$ cat src/rtl/dmso_map.vh
// opcode, operand, control-bit and reset-value constants of the executor
`ifndef DMSO_MAP_VH
`define DMSO_MAP_VH

// ****************************************
// instruction codes
// ****************************************
`define DMSO_OP_NOP    4'h0
`define DMSO_OP_MULT   4'h1
`define DMSO_OP_NOT    4'h2
`define DMSO_OP_OR     4'h3
`define DMSO_OP_PUSH   4'h4
`define DMSO_OP_POP    4'h5
`define DMSO_OP_RST    4'h6
`define DMSO_OP_BCLR   4'h7
`define DMSO_OP_BITS   4'h8
`define DMSO_OP_LOAD   4'h9

// ****************************************
// accumulator operand selects
// ****************************************
`define DMSO_SEL_A     2'h0
`define DMSO_SEL_B     2'h1
`define DMSO_SEL_R     2'h2

// ****************************************
// control bit addresses
// ****************************************
`define DMSO_BIT_CTL0  7'h36
`define DMSO_BIT_CTL1  7'h37
`define DMSO_BIT_PAGE  7'h38

// ****************************************
// sequence length and reset values
// ****************************************
`define DMSO_RST_STEPS 3'h5
`define DMSO_ACC_RST   32'h0000_0000
`define DMSO_PTR_RST   7'h00

`endif

$ cat src/rtl/dmso_stack_mem.v
// small ram holding the older entries of the ram address stack
`timescale 1ns/10ps
module dmso_stack_mem #(
  parameter AW = 3,
  parameter DW = 7
) (
  input  wire          clk_sys,
  input  wire          wr_en,
  input  wire [AW-1:0] wr_addr,
  input  wire [DW-1:0] wr_data,
  input  wire [AW-1:0] rd_addr,
  output reg  [DW-1:0] rd_data
);

  reg [DW-1:0] mem [0:(1<<AW)-1];

  // ****************************************
  // registered write and read
  // ****************************************
  always @(posedge clk_sys) begin
    if (wr_en) begin
      mem[wr_addr] <= wr_data;
    end
    rd_data <= mem[rd_addr];
  end

endmodule // dmso_stack_mem

$ cat src/rtl/dmso_exec.v
// executor for multiply step, not, or, nop, push, pop and reset sequence
// How it works
// - mult step uses a:b as one 64-bit unsigned pair, result back there.
// - each multiply step does one shift-and-add; repeat N times for N bits.
// - a becomes (a + r when b[0]) shifted right, a[31] forced zero.
// - b[31] takes low bit of that sum, b[30:0] takes b shifted right.
// - multiply step never writes r, multiplicand stays for all steps.
// - nop is one byte and changes no register, flag or memory.
// - pop drops newest entry, restores prior pointer, flags untouched.
// - reset sequence runs five bit ops on 54/55, requests reset, sets s/z.
// - push stores a 6-bit immediate 0..63 on the stack, flags untouched.
// - stacked ram pointer spans two 64-word pages, values 0 to 127.
`timescale 1ns/10ps
`include "dmso_map.vh"
module dmso_exec #(
  parameter STACK_AW = 3
) (
  input  wire        clk_sys,
  input  wire        rst_n,
  input  wire        instr_valid,
  input  wire [3:0]  instr_op,
  input  wire [1:0]  instr_p1,
  input  wire [1:0]  instr_p2,
  input  wire [5:0]  instr_imm,
  input  wire [6:0]  instr_bit,
  input  wire [31:0] instr_data,
  output reg         busy,
  output reg  [31:0] acc_a,
  output reg  [31:0] acc_b,
  output reg  [31:0] acc_r,
  output reg         flag_c,
  output reg         flag_o,
  output reg         flag_s,
  output reg         flag_z,
  output reg  [6:0]  ram_addr,
  output reg         stack_err,
  output reg         ctl_bit0,
  output reg         ctl_bit1,
  output reg         page_bit,
  output reg         legacy_reset_alias
);

  localparam ST_IDLE = 2'h0;
  localparam ST_SEQ  = 2'h1;
  localparam ST_POP  = 2'h2;

  reg  [1:0]          state;
  reg  [2:0]          step;
  reg  [STACK_AW:0]   depth;
  wire [6:0]          mem_rdata;

  // ****************************************
  // helper functions
  // ****************************************
  function [31:0] acc_pick;
    input [1:0]  sel;
    input [31:0] va;
    input [31:0] vb;
    input [31:0] vr;
    begin
      case (sel)
        `DMSO_SEL_A: acc_pick = va;
        `DMSO_SEL_B: acc_pick = vb;
        default:     acc_pick = vr;
      endcase
    end
  endfunction

  // sequence step table: {set, bit address}
  function [7:0] seq_op;
    input [2:0] idx;
    begin
      case (idx)
        3'h0:    seq_op = {1'b0, `DMSO_BIT_CTL0};
        3'h1:    seq_op = {1'b0, `DMSO_BIT_CTL1};
        3'h2:    seq_op = {1'b1, `DMSO_BIT_CTL1};
        3'h3:    seq_op = {1'b1, `DMSO_BIT_CTL0};
        default: seq_op = {1'b0, `DMSO_BIT_CTL1};
      endcase
    end
  endfunction

  // ****************************************
  // decode
  // ****************************************
  wire        take     = instr_valid && (state == ST_IDLE);
  wire        sel_ok1  = (instr_p1 != 2'h3);
  wire        sel_ok2  = (instr_p2 != 2'h3);
  wire [31:0] opnd1    = acc_pick(instr_p1, acc_a, acc_b, acc_r);
  wire [31:0] opnd2    = acc_pick(instr_p2, acc_a, acc_b, acc_r);
  wire        do_mult  = take && (instr_op == `DMSO_OP_MULT);
  wire        do_not   = take && (instr_op == `DMSO_OP_NOT) && sel_ok1;
  wire        do_or    = take && (instr_op == `DMSO_OP_OR) && sel_ok1 &&
                         sel_ok2 && (instr_p1 != instr_p2);
  wire        do_load  = take && (instr_op == `DMSO_OP_LOAD) && sel_ok1;
  wire        do_push  = take && (instr_op == `DMSO_OP_PUSH);
  wire        do_pop   = take && (instr_op == `DMSO_OP_POP);
  wire        do_rst   = take && (instr_op == `DMSO_OP_RST);
  wire        do_bit   = take && ((instr_op == `DMSO_OP_BCLR) ||
                                  (instr_op == `DMSO_OP_BITS));
  wire        can_pop  = (depth != {(STACK_AW+1){1'b0}});
  wire        can_push = (depth != {1'b1, {STACK_AW{1'b0}}});

  // ****************************************
  // multiply step and not/or result datapath
  // ****************************************
  wire [31:0] addend   = acc_b[0] ? acc_r : `DMSO_ACC_RST;
  wire [32:0] mul_sum  = {1'b0, acc_a} + {1'b0, addend};
  wire [31:0] mul_a    = {1'b0, mul_sum[31:1]};
  wire [31:0] mul_b    = {mul_sum[0], acc_b[31:1]};
  wire [31:0] logic_v  = do_not ? ~opnd1 : (opnd1 | opnd2);
  wire [1:0]  logic_d  = instr_p1;

  // ****************************************
  // bit operation source: instruction or sequence
  // ****************************************
  wire [7:0]  sq       = seq_op(step);
  wire        bit_en   = do_bit || (state == ST_SEQ);
  wire        bit_set  = (state == ST_SEQ) ? sq[7] :
                         (instr_op == `DMSO_OP_BITS);
  wire [6:0]  bit_adr  = (state == ST_SEQ) ? sq[6:0] : instr_bit;
  wire        next_ctl0 = (bit_en && bit_adr == `DMSO_BIT_CTL0) ?
                          bit_set : ctl_bit0;
  wire        next_ctl1 = (bit_en && bit_adr == `DMSO_BIT_CTL1) ?
                          bit_set : ctl_bit1;

  // ****************************************
  // accumulators and flags
  // ****************************************
  always @(posedge clk_sys or negedge rst_n) begin
    if (!rst_n) begin
      acc_a  <= `DMSO_ACC_RST;
      acc_b  <= `DMSO_ACC_RST;
      acc_r  <= `DMSO_ACC_RST;
      flag_c <= 1'b0;
      flag_o <= 1'b0;
      flag_s <= 1'b0;
      flag_z <= 1'b1;
    end else if (do_mult) begin
      // one shift-and-add per instruction, r left alone
      acc_a  <= mul_a;
      acc_b  <= mul_b;
      flag_s <= mul_a[31];
      flag_z <= ({mul_a, mul_b} == 64'h0);
    end else if (do_not || do_or) begin
      if (logic_d == `DMSO_SEL_A) begin
        acc_a <= logic_v;
      end
      if (logic_d == `DMSO_SEL_B) begin
        acc_b <= logic_v;
      end
      if (logic_d == `DMSO_SEL_R) begin
        acc_r <= logic_v;
      end
      flag_c <= 1'b0;
      flag_o <= 1'b0;
      flag_s <= logic_v[31];
      flag_z <= (logic_v == `DMSO_ACC_RST);
    end else if (do_load) begin
      if (instr_p1 == `DMSO_SEL_A) begin
        acc_a <= instr_data;
      end
      if (instr_p1 == `DMSO_SEL_B) begin
        acc_b <= instr_data;
      end
      if (instr_p1 == `DMSO_SEL_R) begin
        acc_r <= instr_data;
      end
    end else if (state == ST_SEQ && step == `DMSO_RST_STEPS - 3'h1) begin
      // last op clears a control bit: result zero, positive
      flag_s <= 1'b0;
      flag_z <= 1'b1;
    end
    // nop falls through: nothing written
  end

  // ****************************************
  // control bits and reset sequence
  // ****************************************
  always @(posedge clk_sys or negedge rst_n) begin
    if (!rst_n) begin
      state              <= ST_IDLE;
      step               <= 3'h0;
      ctl_bit0           <= 1'b0;
      ctl_bit1           <= 1'b0;
      page_bit           <= 1'b0;
      legacy_reset_alias <= 1'b0;
    end else begin
      ctl_bit0 <= next_ctl0;
      ctl_bit1 <= next_ctl1;
      if (bit_en && bit_adr == `DMSO_BIT_PAGE) begin
        page_bit <= bit_set;
      end
      // reset request when ctl0 rises while ctl1 is set
      legacy_reset_alias <= next_ctl0 && !ctl_bit0 && ctl_bit1;
      case (state)
        ST_IDLE: begin
          step <= 3'h0;
          if (do_rst) begin
            state <= ST_SEQ;
          end else if (do_pop && can_pop) begin
            state <= ST_POP;
          end
        end
        ST_SEQ: begin
          if (step == `DMSO_RST_STEPS - 3'h1) begin
            state <= ST_IDLE;
            step  <= 3'h0;
          end else begin
            step <= step + 3'h1;
          end
        end
        ST_POP: begin
          state <= ST_IDLE;
        end
        default: begin
          state <= ST_IDLE;
        end
      endcase
    end
  end

  always @(posedge clk_sys or negedge rst_n) begin
    if (!rst_n) begin
      busy <= 1'b0;
    end else begin
      busy <= (do_rst || (do_pop && can_pop)) ||
              (state == ST_SEQ && step != `DMSO_RST_STEPS - 3'h1);
    end
  end

  // ****************************************
  // ram address stack
  // ****************************************
  // newest entry lives in ram_addr, older ones in the memory
  wire [STACK_AW-1:0] wr_ptr = depth[STACK_AW-1:0];
  wire [STACK_AW-1:0] rd_ptr = depth[STACK_AW-1:0] - {{(STACK_AW-1){1'b0}},
                                                      1'b1};

  dmso_stack_mem #(
    .AW (STACK_AW),
    .DW (7)
  ) u_mem (
    .clk_sys (clk_sys),
    .wr_en   (do_push && can_push),
    .wr_addr (wr_ptr),
    .wr_data (ram_addr),
    .rd_addr (rd_ptr),
    .rd_data (mem_rdata)
  );

  always @(posedge clk_sys or negedge rst_n) begin
    if (!rst_n) begin
      depth     <= {(STACK_AW+1){1'b0}};
      ram_addr  <= `DMSO_PTR_RST;
      stack_err <= 1'b0;
    end else if (do_push) begin
      if (can_push) begin
        // page bit selects one of two 64-word pages
        ram_addr <= {page_bit, instr_imm};
        depth    <= depth + {{STACK_AW{1'b0}}, 1'b1};
      end else begin
        stack_err <= 1'b1;
      end
    end else if (do_pop) begin
      if (can_pop) begin
        depth <= depth - {{STACK_AW{1'b0}}, 1'b1};
      end else begin
        stack_err <= 1'b1;
      end
    end else if (state == ST_POP) begin
      ram_addr <= mem_rdata;
    end
  end

endmodule // dmso_exec

$ cat config.mk
export PLATFORM = sky130hd
export DESIGN_NAME = dmso_exec
export DESIGN_NICKNAME = d
export VERILOG_FILES = /design/src/rtl/dmso_stack_mem.v /design/src/rtl/dmso_exec.v
export VERILOG_INCLUDE_DIRS = /design/src /design/src/rtl
export SDC_FILE = /design/constraint.sdc
export NUM_CORES = 1
export LEC_CHECK = 0
export BUFFER_PORTS_ARGS = -buffer_cell sky130_fd_sc_hd__buf_4
export CORE_ASPECT_RATIO = 1.4
export CORE_MARGIN = 1
export CORE_UTILIZATION = 52
export DETAILED_ROUTE_END_ITERATION = 16
export PLACE_DENSITY = 0.72
export SETUP_SLACK_MARGIN = 0.15
export SLEW_MARGIN = 10
export SYNTH_ARGS = -nofsm -noshare
export SYNTH_HDL_FRONTEND = slang
export SYNTH_SLANG_ARGS = --single-unit
$ cat constraint.sdc
create_clock -name clk_sys -period 7.8 [get_ports clk_sys]
set_input_delay 1.17 -clock clk_sys [delete_from_list [all_inputs] [get_ports clk_sys]]
set_output_delay 1.17 -clock clk_sys [all_outputs]
set_load 0.005 [all_outputs]
# After elaboration in Yosys (flattened, before gate mapping)
# Memory sizes are Yosys's and may differ from the RTL's. A register that Yosys moved wholly into a read port is not among the register bits.
# Cells that the tools add are included.
totals:
  wordCells: 159
  ramBits: 56
  inputBits: 56
  ff_bits: 120
  mem_count: 1
  output_inout_bits: 113
mem_list:
  columns: ["name", "words", "width", "read_ports", "rd_ports_with_merged_regs", "wr", "line_no", "source"]
  rows:
  - ["u_mem.mem", 8, 7, 1, 1, 1, "dmso_stack_mem.v:15", "reg [DW-1:0] mem [0:(1<<AW)-1];"]
op_classes:
  mux: 50
  n_reduce_logical: 53
  n_eq_ne: 32
  n_bitwise: 3
  add_sub_neg: 5
ops:
  columns: ["op", "count"]
  rows:
  - ["32-bit two-way mux", 16]
  - ["32-bit case mux with 2 select lines", 2]
  - ["64-bit logical NOT", 1]
  - ["7-bit two-way mux", 5]
  - ["32-bit adder", 1]
  - ["32-bit logical NOT", 1]
  - ["32-bit inverter", 1]
  - ["32-bit bitwise OR", 1]
  - ["8-bit case mux with 3 select lines", 1]
  - ["1-bit logical AND", 23]
  - ["7-bit by 6-bit == test with 1-bit output, second input constant", 3]
  - ["4-bit by 3-bit == test with 1-bit output, second input constant", 4]
  - ["1-bit two-way mux", 16]
  - ["4-bit two-way mux", 4]
  - ["2-bit nonzero test", 7]
  - ["2-bit != test, second input constant", 6]
  - ["3-bit AND reduction", 4]
  - ["4-bit by 2-bit == test with 1-bit output, second input constant", 2]
  - ["4-bit == test, second input constant", 2]
  - ["2-bit AND reduction", 4]
  - ["2-bit by 1-bit == test with 1-bit output, second input constant", 3]
  - ["3-bit by 2-bit == test with 1-bit output, second input constant", 2]
  - ["2-bit logical NOT", 3]
  - ["2-bit two-way mux", 3]
  - ["21 further kinds", 28]

# Logic depth before layout (Yosys ltp)
# Gate-level depths: netlist of the first run.
depth:
  ltp_word: 9
  mapped_depth: 13
  depth_no_buf: 12

# Modules after synthesis
# A second synthesis of the first run with hierarchy kept.
unflattened:
  cells_unflattened: 1265
  area_unflattened_um2: 11932.7
modules_own_cells:
  columns: ["mod", "cells_each", "area_per_inst_um2", "n_inst"]
  rows:
  - ["dmso_exec", 1164, 9566.7, 1]
  - ["dmso_stack_mem", 101, 2366.0, 1]

# Least setup slack after synthesis of the first run
# OpenSTA, ideal clock, no wires.
synth_path:
  path_type: "register to register"
  start: "reg acc_b[0]"
  end: "reg flag_z"
  t_arrival_ps: 3528
  path_buffers: 1
  path_stages_with_launch: 14
  setup_slack_ps: 4186
  period_less_slack_ps: 3614
  cell_sequence: "dfrtp_1 clkbuf_1 and2_1 ha_1 fa_1 a21o_1 a221oi_2 o211ai_2 nand3b_2 or4b_1 or4_1 nor4_1 nand4_1 o31ai_2"
synth_between:
  elab_chain_cells: 6
  word_cells_on_any_way: 11
synth_lines:
  columns: ["item", "line_no", "source"]
  rows:
  - ["start, declared", "dmso_exec.v:29", "output reg [31:0] acc_b,"]
  - ["start signal, assigned", "dmso_exec.v:133", "acc_b <= `DMSO_ACC_RST;"]
  - ["start signal, assigned", "dmso_exec.v:142", "acc_b <= mul_b;"]
  - ["start signal, assigned", "dmso_exec.v:150", "acc_b <= logic_v;"]
  - ["branches (longest 5 deep; another with 32-bit adder)", null, null]
  - ["1-bit two-way mux *", "dmso_exec.v:139", "end else if (do_mult) begin"]
  - ["end signal, assigned", "dmso_exec.v:144", "flag_z <= ({mul_a, mul_b} == 64'h0);"]
  - ["end signal, assigned", "dmso_exec.v:158", "flag_z <= (logic_v == `DMSO_ACC_RST);"]
  - ["end, declared", "dmso_exec.v:34", "output reg flag_z,"]
# Mark *: on every way between the ends.
# A chain may end at the register's enable or synchronous reset.

# Worst setup path in the final report of the first run
# Ends and elaborated chain as after synthesis.

==> reports/metrics.cfg, run 1 <==
[outcome]
status = finished clean

[pwr]
ir_drop_mv = 0.194
power_density_nw_per_um2 = 346
leakage_uw = 0.00603

[synthesis]
synthArstFlopShare_pct = 65.6
synth-compound-area-share_pct = 18.3
syn-mean-instance-area_um2 = 8.96
synth_enable_flop_cells = 56
ys.flop_type = dfrtp_1
ys_types = 74
netlist_instances = 1332
yosysSeqAreaShare_pct = 40.4
syn-cell-area_um2 = 11900
synth-simple-area-share_pct = 17.8
synth_xor_area_share_pct = 2.27
synth-seq-cells = 183
synth_top_family_by_area = compound AO/OA/AOI/OAI gates
synth_adder_area_share_pct = 4.32
synth.mux.area_fraction_pct = 13.6
yosys_warnings = 0

[run]
drv_cap = 0

[critical_path]
critPathArrivalTime_ns = 4.42
worstSetupPathType = flop to flop
crit_fanout = 36
end_kind = flop
slowest_stage = or4_1
crit_chain = buf_4 -> and2_1 -> ha_1 -> fa_1 -> a21o_1 -> a221oi_2 -> o211ai_2 -> nand3b_2 -> or4b_1 -> or4_1 -> nor4_1 -> nand4_1 -> o31ai_2
worst_setup_path_start_kind = flop
slowest_delay_ns = 0.47
worstPathRequired_ns = 8.17

[cts]
cts_root_buf = clkbuf_16
cts_max_path_buffers = 2
cts_tree = built
post-cts-setup-buffers = 0
cts_sinks = 183
clk_pin_slew_ns = 0.07
insertion_delay_ns = 0.45
cts_inserted_buffers = 17
htree_levels = 4
hold_buffers = 0
ctsResizeCount = 0

[sta]
fin_crit_ns = 4.06
max_clock_freq_ghz = 0.247
finalCritPeriodShare_pct = 52.0
fin_skew_ns = 0.0122
layout_setup_ws_ns = 3.74
tightest_slew_ns = 1.10
setup_violations = 0
slew_headroom_pct = 26.9
hold_violations = 0
slew_violations = 0
setup_tns_ns = 0
rsz0062_at_grt = no

[routing]
viasPerCell = 6.18
vias = 10900
drc = 0
ant_nets = 0
totalWireLength_um = 37900
wl_per_cell_um = 21.5
drtPass1Iterations = 5
drt_iter0_drc = 775

[min_path]
hp-class = flop to flop

[global_route]
grt_overflow = 0
grt_pass1_vias = 10500
grt_first_pass_wirelength_um = 58800
track_usage_pct = 33.3
grt_max_degree = 67
antenna_found_initial = 0

[finish]
nFillCells = 2024
final_cell_mix = 190 x nand2_1, 182 x buf_4, 145 x o21ai_0, 140 x nor2_1, 122 x a21oi_1
drive_gt1_share_pct = 20.4
final_common_cell = nand2_1
antenna_cells = 0
area_growth_pct = 16.8
nets = 1545

[placement]
pre_cts_slack_ns = 3.70
io_buffers = 166
hpwlAfterDp_um = 26900
globalplace.congestion = 0.962

[floorplan]
rows = 65
dieWidth_um = 130
ios = 169
design.die.area_um2 = 23600
initial_utilization_pct = 53.0
core_um2 = 22500
fp.dieH_um = 181

-- worst paths after layout --
path | from | endpoint | slack [ns] | depth (start not counted)
worst min-delay path | u_mem.rd_data[6]$_DFF_P_ | ram_addr[6]$_DFFE_PN0P_ | 0.46 | 2
worst max-delay path | acc_b[0]$_DFFE_PN0P_ | flag_z$_DFFE_PN1P_ | 3.74 | 13
worst max register to register | acc_b[0]$_DFFE_PN0P_ | flag_z$_DFFE_PN1P_ | 3.74 | 13
max in group asynchronous | rst_n | acc_r[23]$_DFFE_PN0P_ | 5.56 | 2
min in group asynchronous | rst_n | legacy_reset_alias$_DFF_PN0_ | 0.79 | 1
worst min register to register | u_mem.rd_data[6]$_DFF_P_ | ram_addr[6]$_DFFE_PN0P_ | 0.46 | 2
-- report_power, final --
| part | total (uW) | leakage, uW | switching (uW) | internal [uW] |
|---|---|---|---|---|
| logic | 2120 | 0.00363 | 1070 | 1040 |
| registers | 1830 | 0.00211 | 521 | 1310 |
| clock network | 878 | 0.000281 | 422 | 456 |
-- per-layer routing --
metal	routed length, um	part of all wire [%]	up-vias	GRT usage [%]
met2	19700	52	392	57.7
met5	0	0	-	0
met1	14400	38	5325	39.2
met4	1790	4.7	0	17.2
met3	2040	5.4	108	5.06
li1	-	-	5063	-
-- sequential cells by signal, summed over array words and instances, names as in the netlist, 2 cells and up --
signal         count
acc_b             32
u_mem.rd_data      7
acc_r             32
step               3
u_mem.mem         56
acc_a             32
state              2
ram_addr           7
depth              4
-- stage by stage --
step | hold slack, ns | instances | power (uW) | area, um^2 | utilization (%)
final | 0.455 | 1763 | 4820 | 13900 | 61.9
after global routing | 0.474 | 1763 | 5120 | 13900 | 61.9
after CTS | 0.458 | 1763 | 4820 | 13900 | 61.9
after detailed placement | 0.446 | 1731 | 3940 | 13400 | 59.3
after global placement | 0.438 | 1731 | 3890 | 13400 | 59.3
after floorplan | 0.432 | 1333 | 2970 | 11900 | -
-- logic make-up after synthesis --
kind of cell,count (synthesis)
flops,183
fa+ha+maj,40
compound gates,373
buf+inv,97
mux,138
xor+xnor,31
other cells,1
simple gates,469
-- area by class of cell --
class	count	area, um^2	area share [%]
Tap cell	301	377	2.70
Inverter	12	45.0	0.323
Clock inverter	13	153	1.09
Multi-Input combinational cell	1053	6750	48.4
Timing Repair Buffer	182	1370	9.80
Clock buffer	19	433	3.10
Sequential cell	183	4830	34.6
-- critical path: cells and delay by family (launching register included) --
family	cells	cell delay, ns
buffers and inverters	1	0.26
AO/OA/AOI/OAI	4	0.99
AND/OR/NAND/NOR	6	1.67
adder cells (fa/ha/maj)	2	0.67
flip-flops	1	0.37
-- Yosys cell counts (all sizes together), types with 5 or more instances --
cell type,n,area [um^2]
a211oi,11,87.6
a21o,11,83.8
a21oi,122,611
a31oi,11,68.8
and2,31,194
buf,17,80.1
clkbuf,68,255
dfrtp,119,2980
dfxtp,7,140
edfxtp,56,1680
ha,38,475
inv,11,41.3
mux2,56,631
mux2i,68,681
mux4,14,315
nand2,191,717
nand3,10,50.1
nand4,15,93.8
nor2,140,526
nor2b,9,56.3
nor3,20,105
nor3b,10,75.1
nor4,14,87.6
o2111ai,15,131
o211ai,11,87.6
o21a,5,37.5
o21ai,147,736
o31ai,6,50.1
xnor2,19,166
xor2,12,105
No activity file was read; power rests on OpenSTA's default activity.
==> inputs of run 2 (changes only) <==
--- a/config.mk
+++ b/config.mk
@@ -11,7 +11,7 @@
 export CORE_MARGIN = 1
 export CORE_UTILIZATION = 52
 export DETAILED_ROUTE_END_ITERATION = 16
-export PLACE_DENSITY = 0.72
+export PLACE_DENSITY = 0.75
 export SETUP_SLACK_MARGIN = 0.15
 export SLEW_MARGIN = 10
 export SYNTH_ARGS = -nofsm -noshare
==> constraint.sdc (replaced) <==
create_clock -name clk_sys -period 3.33 [get_ports clk_sys]
set_input_delay 0.4995 -clock clk_sys [delete_from_list [all_inputs] [get_ports clk_sys]]
set_output_delay 0.4995 -clock clk_sys [all_outputs]
set_load 0.005 [all_outputs]
==> run 2 against run 1 <==
The run now ends with setup timing left; largest cell class unchanged; clock-buffer cell count fell by 2; sequential power rose by 120%; total power rose to 2.6 times the previous value; largest power group unchanged; critical endpoint unchanged; combinational power rose to 3.0 times the previous value; global-route usage rose by 2.3 points.
==> reports/metrics.cfg, run 2 (same netlist as run 1, synthesis figures left out) <==
[routing]
drc = 0  ; unchanged
ant_nets = 0  ; unchanged
vias = 11500  ; +5.9%
totalWireLength_um = 40800  ; +7.7%
wl_per_cell_um = 21.3  ; -1.0%
viasPerCell = 6.01  ; -2.7%
drt_iter0_drc = 770  ; -0.65%
drtPass1Iterations = 6  ; +1

[finish]
antenna_cells = 0  ; unchanged
layout.area.seq_um2 = 4830  ; about the same
area_growth_pct = 29.2
largest_register_ffs = 56  ; unchanged
fin_cells = 1918  ; +8.8%
final_common_cell = buf_4
fin_util_pct = 68.5  ; +6.6 points
multiInputGateArea_um2 = 6930  ; +2.8%
final_cell_mix = 328 x buf_4, 190 x nand2_1, 140 x nor2_1, 134 x o21ai_0
nFillCells = 1806  ; -11%
drive_gt1_share_pct = 29.9  ; +9.5 points
top_register = u_mem.mem
nets = 1700  ; +10%

[sta]
finalCritPeriodShare_pct = 103  ; +51 points
slew_violations = 0  ; unchanged
max_clock_freq_ghz = 0.291  ; +18%
holdWs_ns = 0.148  ; -0.308 ns
fin_skew_ns = 0.0113  ; -0.000967 ns
tightest_slew_ns = 1.01  ; -0.0915 ns
fin_crit_ns = 3.44  ; -0.615 ns
slew_headroom_pct = 32.3  ; +5.4 points
hold_violations = 0  ; unchanged
layout_setup_ws_ns = -0.110  ; -3.85 ns
rsz0062_at_grt = yes
setup_violations = 4  ; +4

[global_route]
antenna_found_initial = 0  ; unchanged
grt_first_pass_wirelength_um = 62800  ; +6.8%
grt_max_degree = 121  ; +81%
grt_pass1_vias = 11600  ; +10%
grt_overflow = 0  ; unchanged
track_usage_pct = 35.6  ; +2.3 points

[cts]
hold_buffers = 0  ; unchanged
cts_sinks = 183  ; unchanged
clk_pin_slew_ns = 0.07  ; about the same
cts_max_path_buffers = 2  ; unchanged
cts_inserted_buffers = 17  ; unchanged
cts_tree = built
htree_levels = 4  ; unchanged
cts_root_buf = clkbuf_16
insertion_delay_ns = 0.45  ; about the same

[floorplan]
core_um2 = 22500  ; unchanged
rows = 65  ; unchanged
initial_utilization_pct = 53.0  ; unchanged
dieWidth_um = 130  ; unchanged
ios = 169  ; unchanged
design.die.area_um2 = 23600  ; unchanged
fp.dieH_um = 181  ; unchanged

[critical_path]
worstPathRequired_ns = 3.69  ; -4.48 ns
worstSetupPathType = flop to flop
r2r_cells = 12  ; -1
critPathArrivalTime_ns = 3.80  ; -0.62 ns
startpoint = acc_b[0]$_DFFE_PN0P_
worst_setup_path_start_kind = flop
worstReg2RegStart = acc_b[0]$_DFFE_PN0P_
end_kind = flop
crit_fanout = 6  ; -83%

[placement]
io_buffers = 166  ; unchanged
globalplace.congestion = 0.991  ; +2.9%
hpwlAfterDp_um = 30300  ; +13%
placed_cells = 1879  ; +8.5%
pre_cts_slack_ns = -0.286  ; -3.99 ns

[outcome]
violations = setup timing
status = finished, violations left

[run]
drv_cap = 0  ; unchanged

[min_path]
hp-class = input port to async pin

[pwr]
ir_drop_mv = 0.423  ; +120%
leakage_uw = 0.00688  ; +14%
power_density_nw_per_um2 = 816  ; +140%

## run 2: cell count changes in the layout (fill, tap and decap cells not counted), moves of 3 or more
cell and delta:
o21ai_2 +3, buf_4 +146, o21ai_0 -11, xnor2_2 +3, xnor2_1 -3, o21ai_1 +8
a21oi_2 +3, inv_6 -3, a21oi_1 -4, buf_6 +3, buf_12 +6
## run 2: report_power, final
part	leakage, uW	internal, uW	total (uW)	switching, uW
combinational	0.00447	3240	6370	3130
clock	0.000302	1090	2130	1030
sequential	0.00211	3060	4080	1020
## run 2: final cells by class
class / instances / area share (%)
Clock buffer: 17 / 2.76
Timing Repair Buffer: 337 / 17.0
Tap cell: 301 / 2.44
Sequential cell: 183 / 31.3
Clock inverter: 15 / 1.28
Multi-Input combinational cell: 1053 / 45.0
Inverter: 12 / 0.292
## run 2: what timing repair did
action,CTS,global route
resized for setup,29,18
endpoints found under the hold margin,0,0
pin swaps,13,7
buffers inserted,5,2
endpoints found under the setup margin,7,9
## run 2: final timing paths
check / end / slack [ns]
setup / recovery: flag_z$_DFFE_PN1P_ / -0.11
hold / removal: ctl_bit0$_DFF_PN0_ / 0.15
setup reg to reg: flag_z$_DFFE_PN1P_ / -0.11
hold reg to reg: ram_addr[6]$_DFFE_PN0P_ / 0.46
max in group asynchronous: acc_b[0]$_DFFE_PN0P_ / 2.63
min in group clk_sys: ram_addr[3]$_DFFE_PN0P_ / 0.32
## run 2: per-layer routing
layer  track usage (%)  up-vias  routed length (um)  share of wire (%)
met5                 0        -                   0                  0
met4              20.9        0                2250                5.5
met3              5.24      119                2120                5.2
met2              63.2      444               21300                 52
met1              39.8     5581               15100                 37
li1                  -     5382                   -                  -
## run 2: worst max-delay path, cell delays in order, from the launching register on
cell and delay, ns:
dfrtp_2 0.45, and2_4 0.16, ha_4 0.16, fa_2 0.33
a21o_1 0.20, a221oi_4 0.27, o211ai_2 0.15, nand3b_2 0.11
or4b_4 0.46, or4_4 0.44, nor4_2 0.25, nand4_1 0.16
o31ai_2 0.21
## run 2: stage by stage
step           power (uW)  TNS (ns)  area (um^2)
2_1_floorplan        6970   -0.0740        12000
3_3_place_gp        10000    -0.544        14600
3_5_place_dp        10200    -0.765        14600
4_1_cts             12500    -0.151        15300
5_1_grt             13300    -0.733        15400
6_report            12600    -0.238        15400
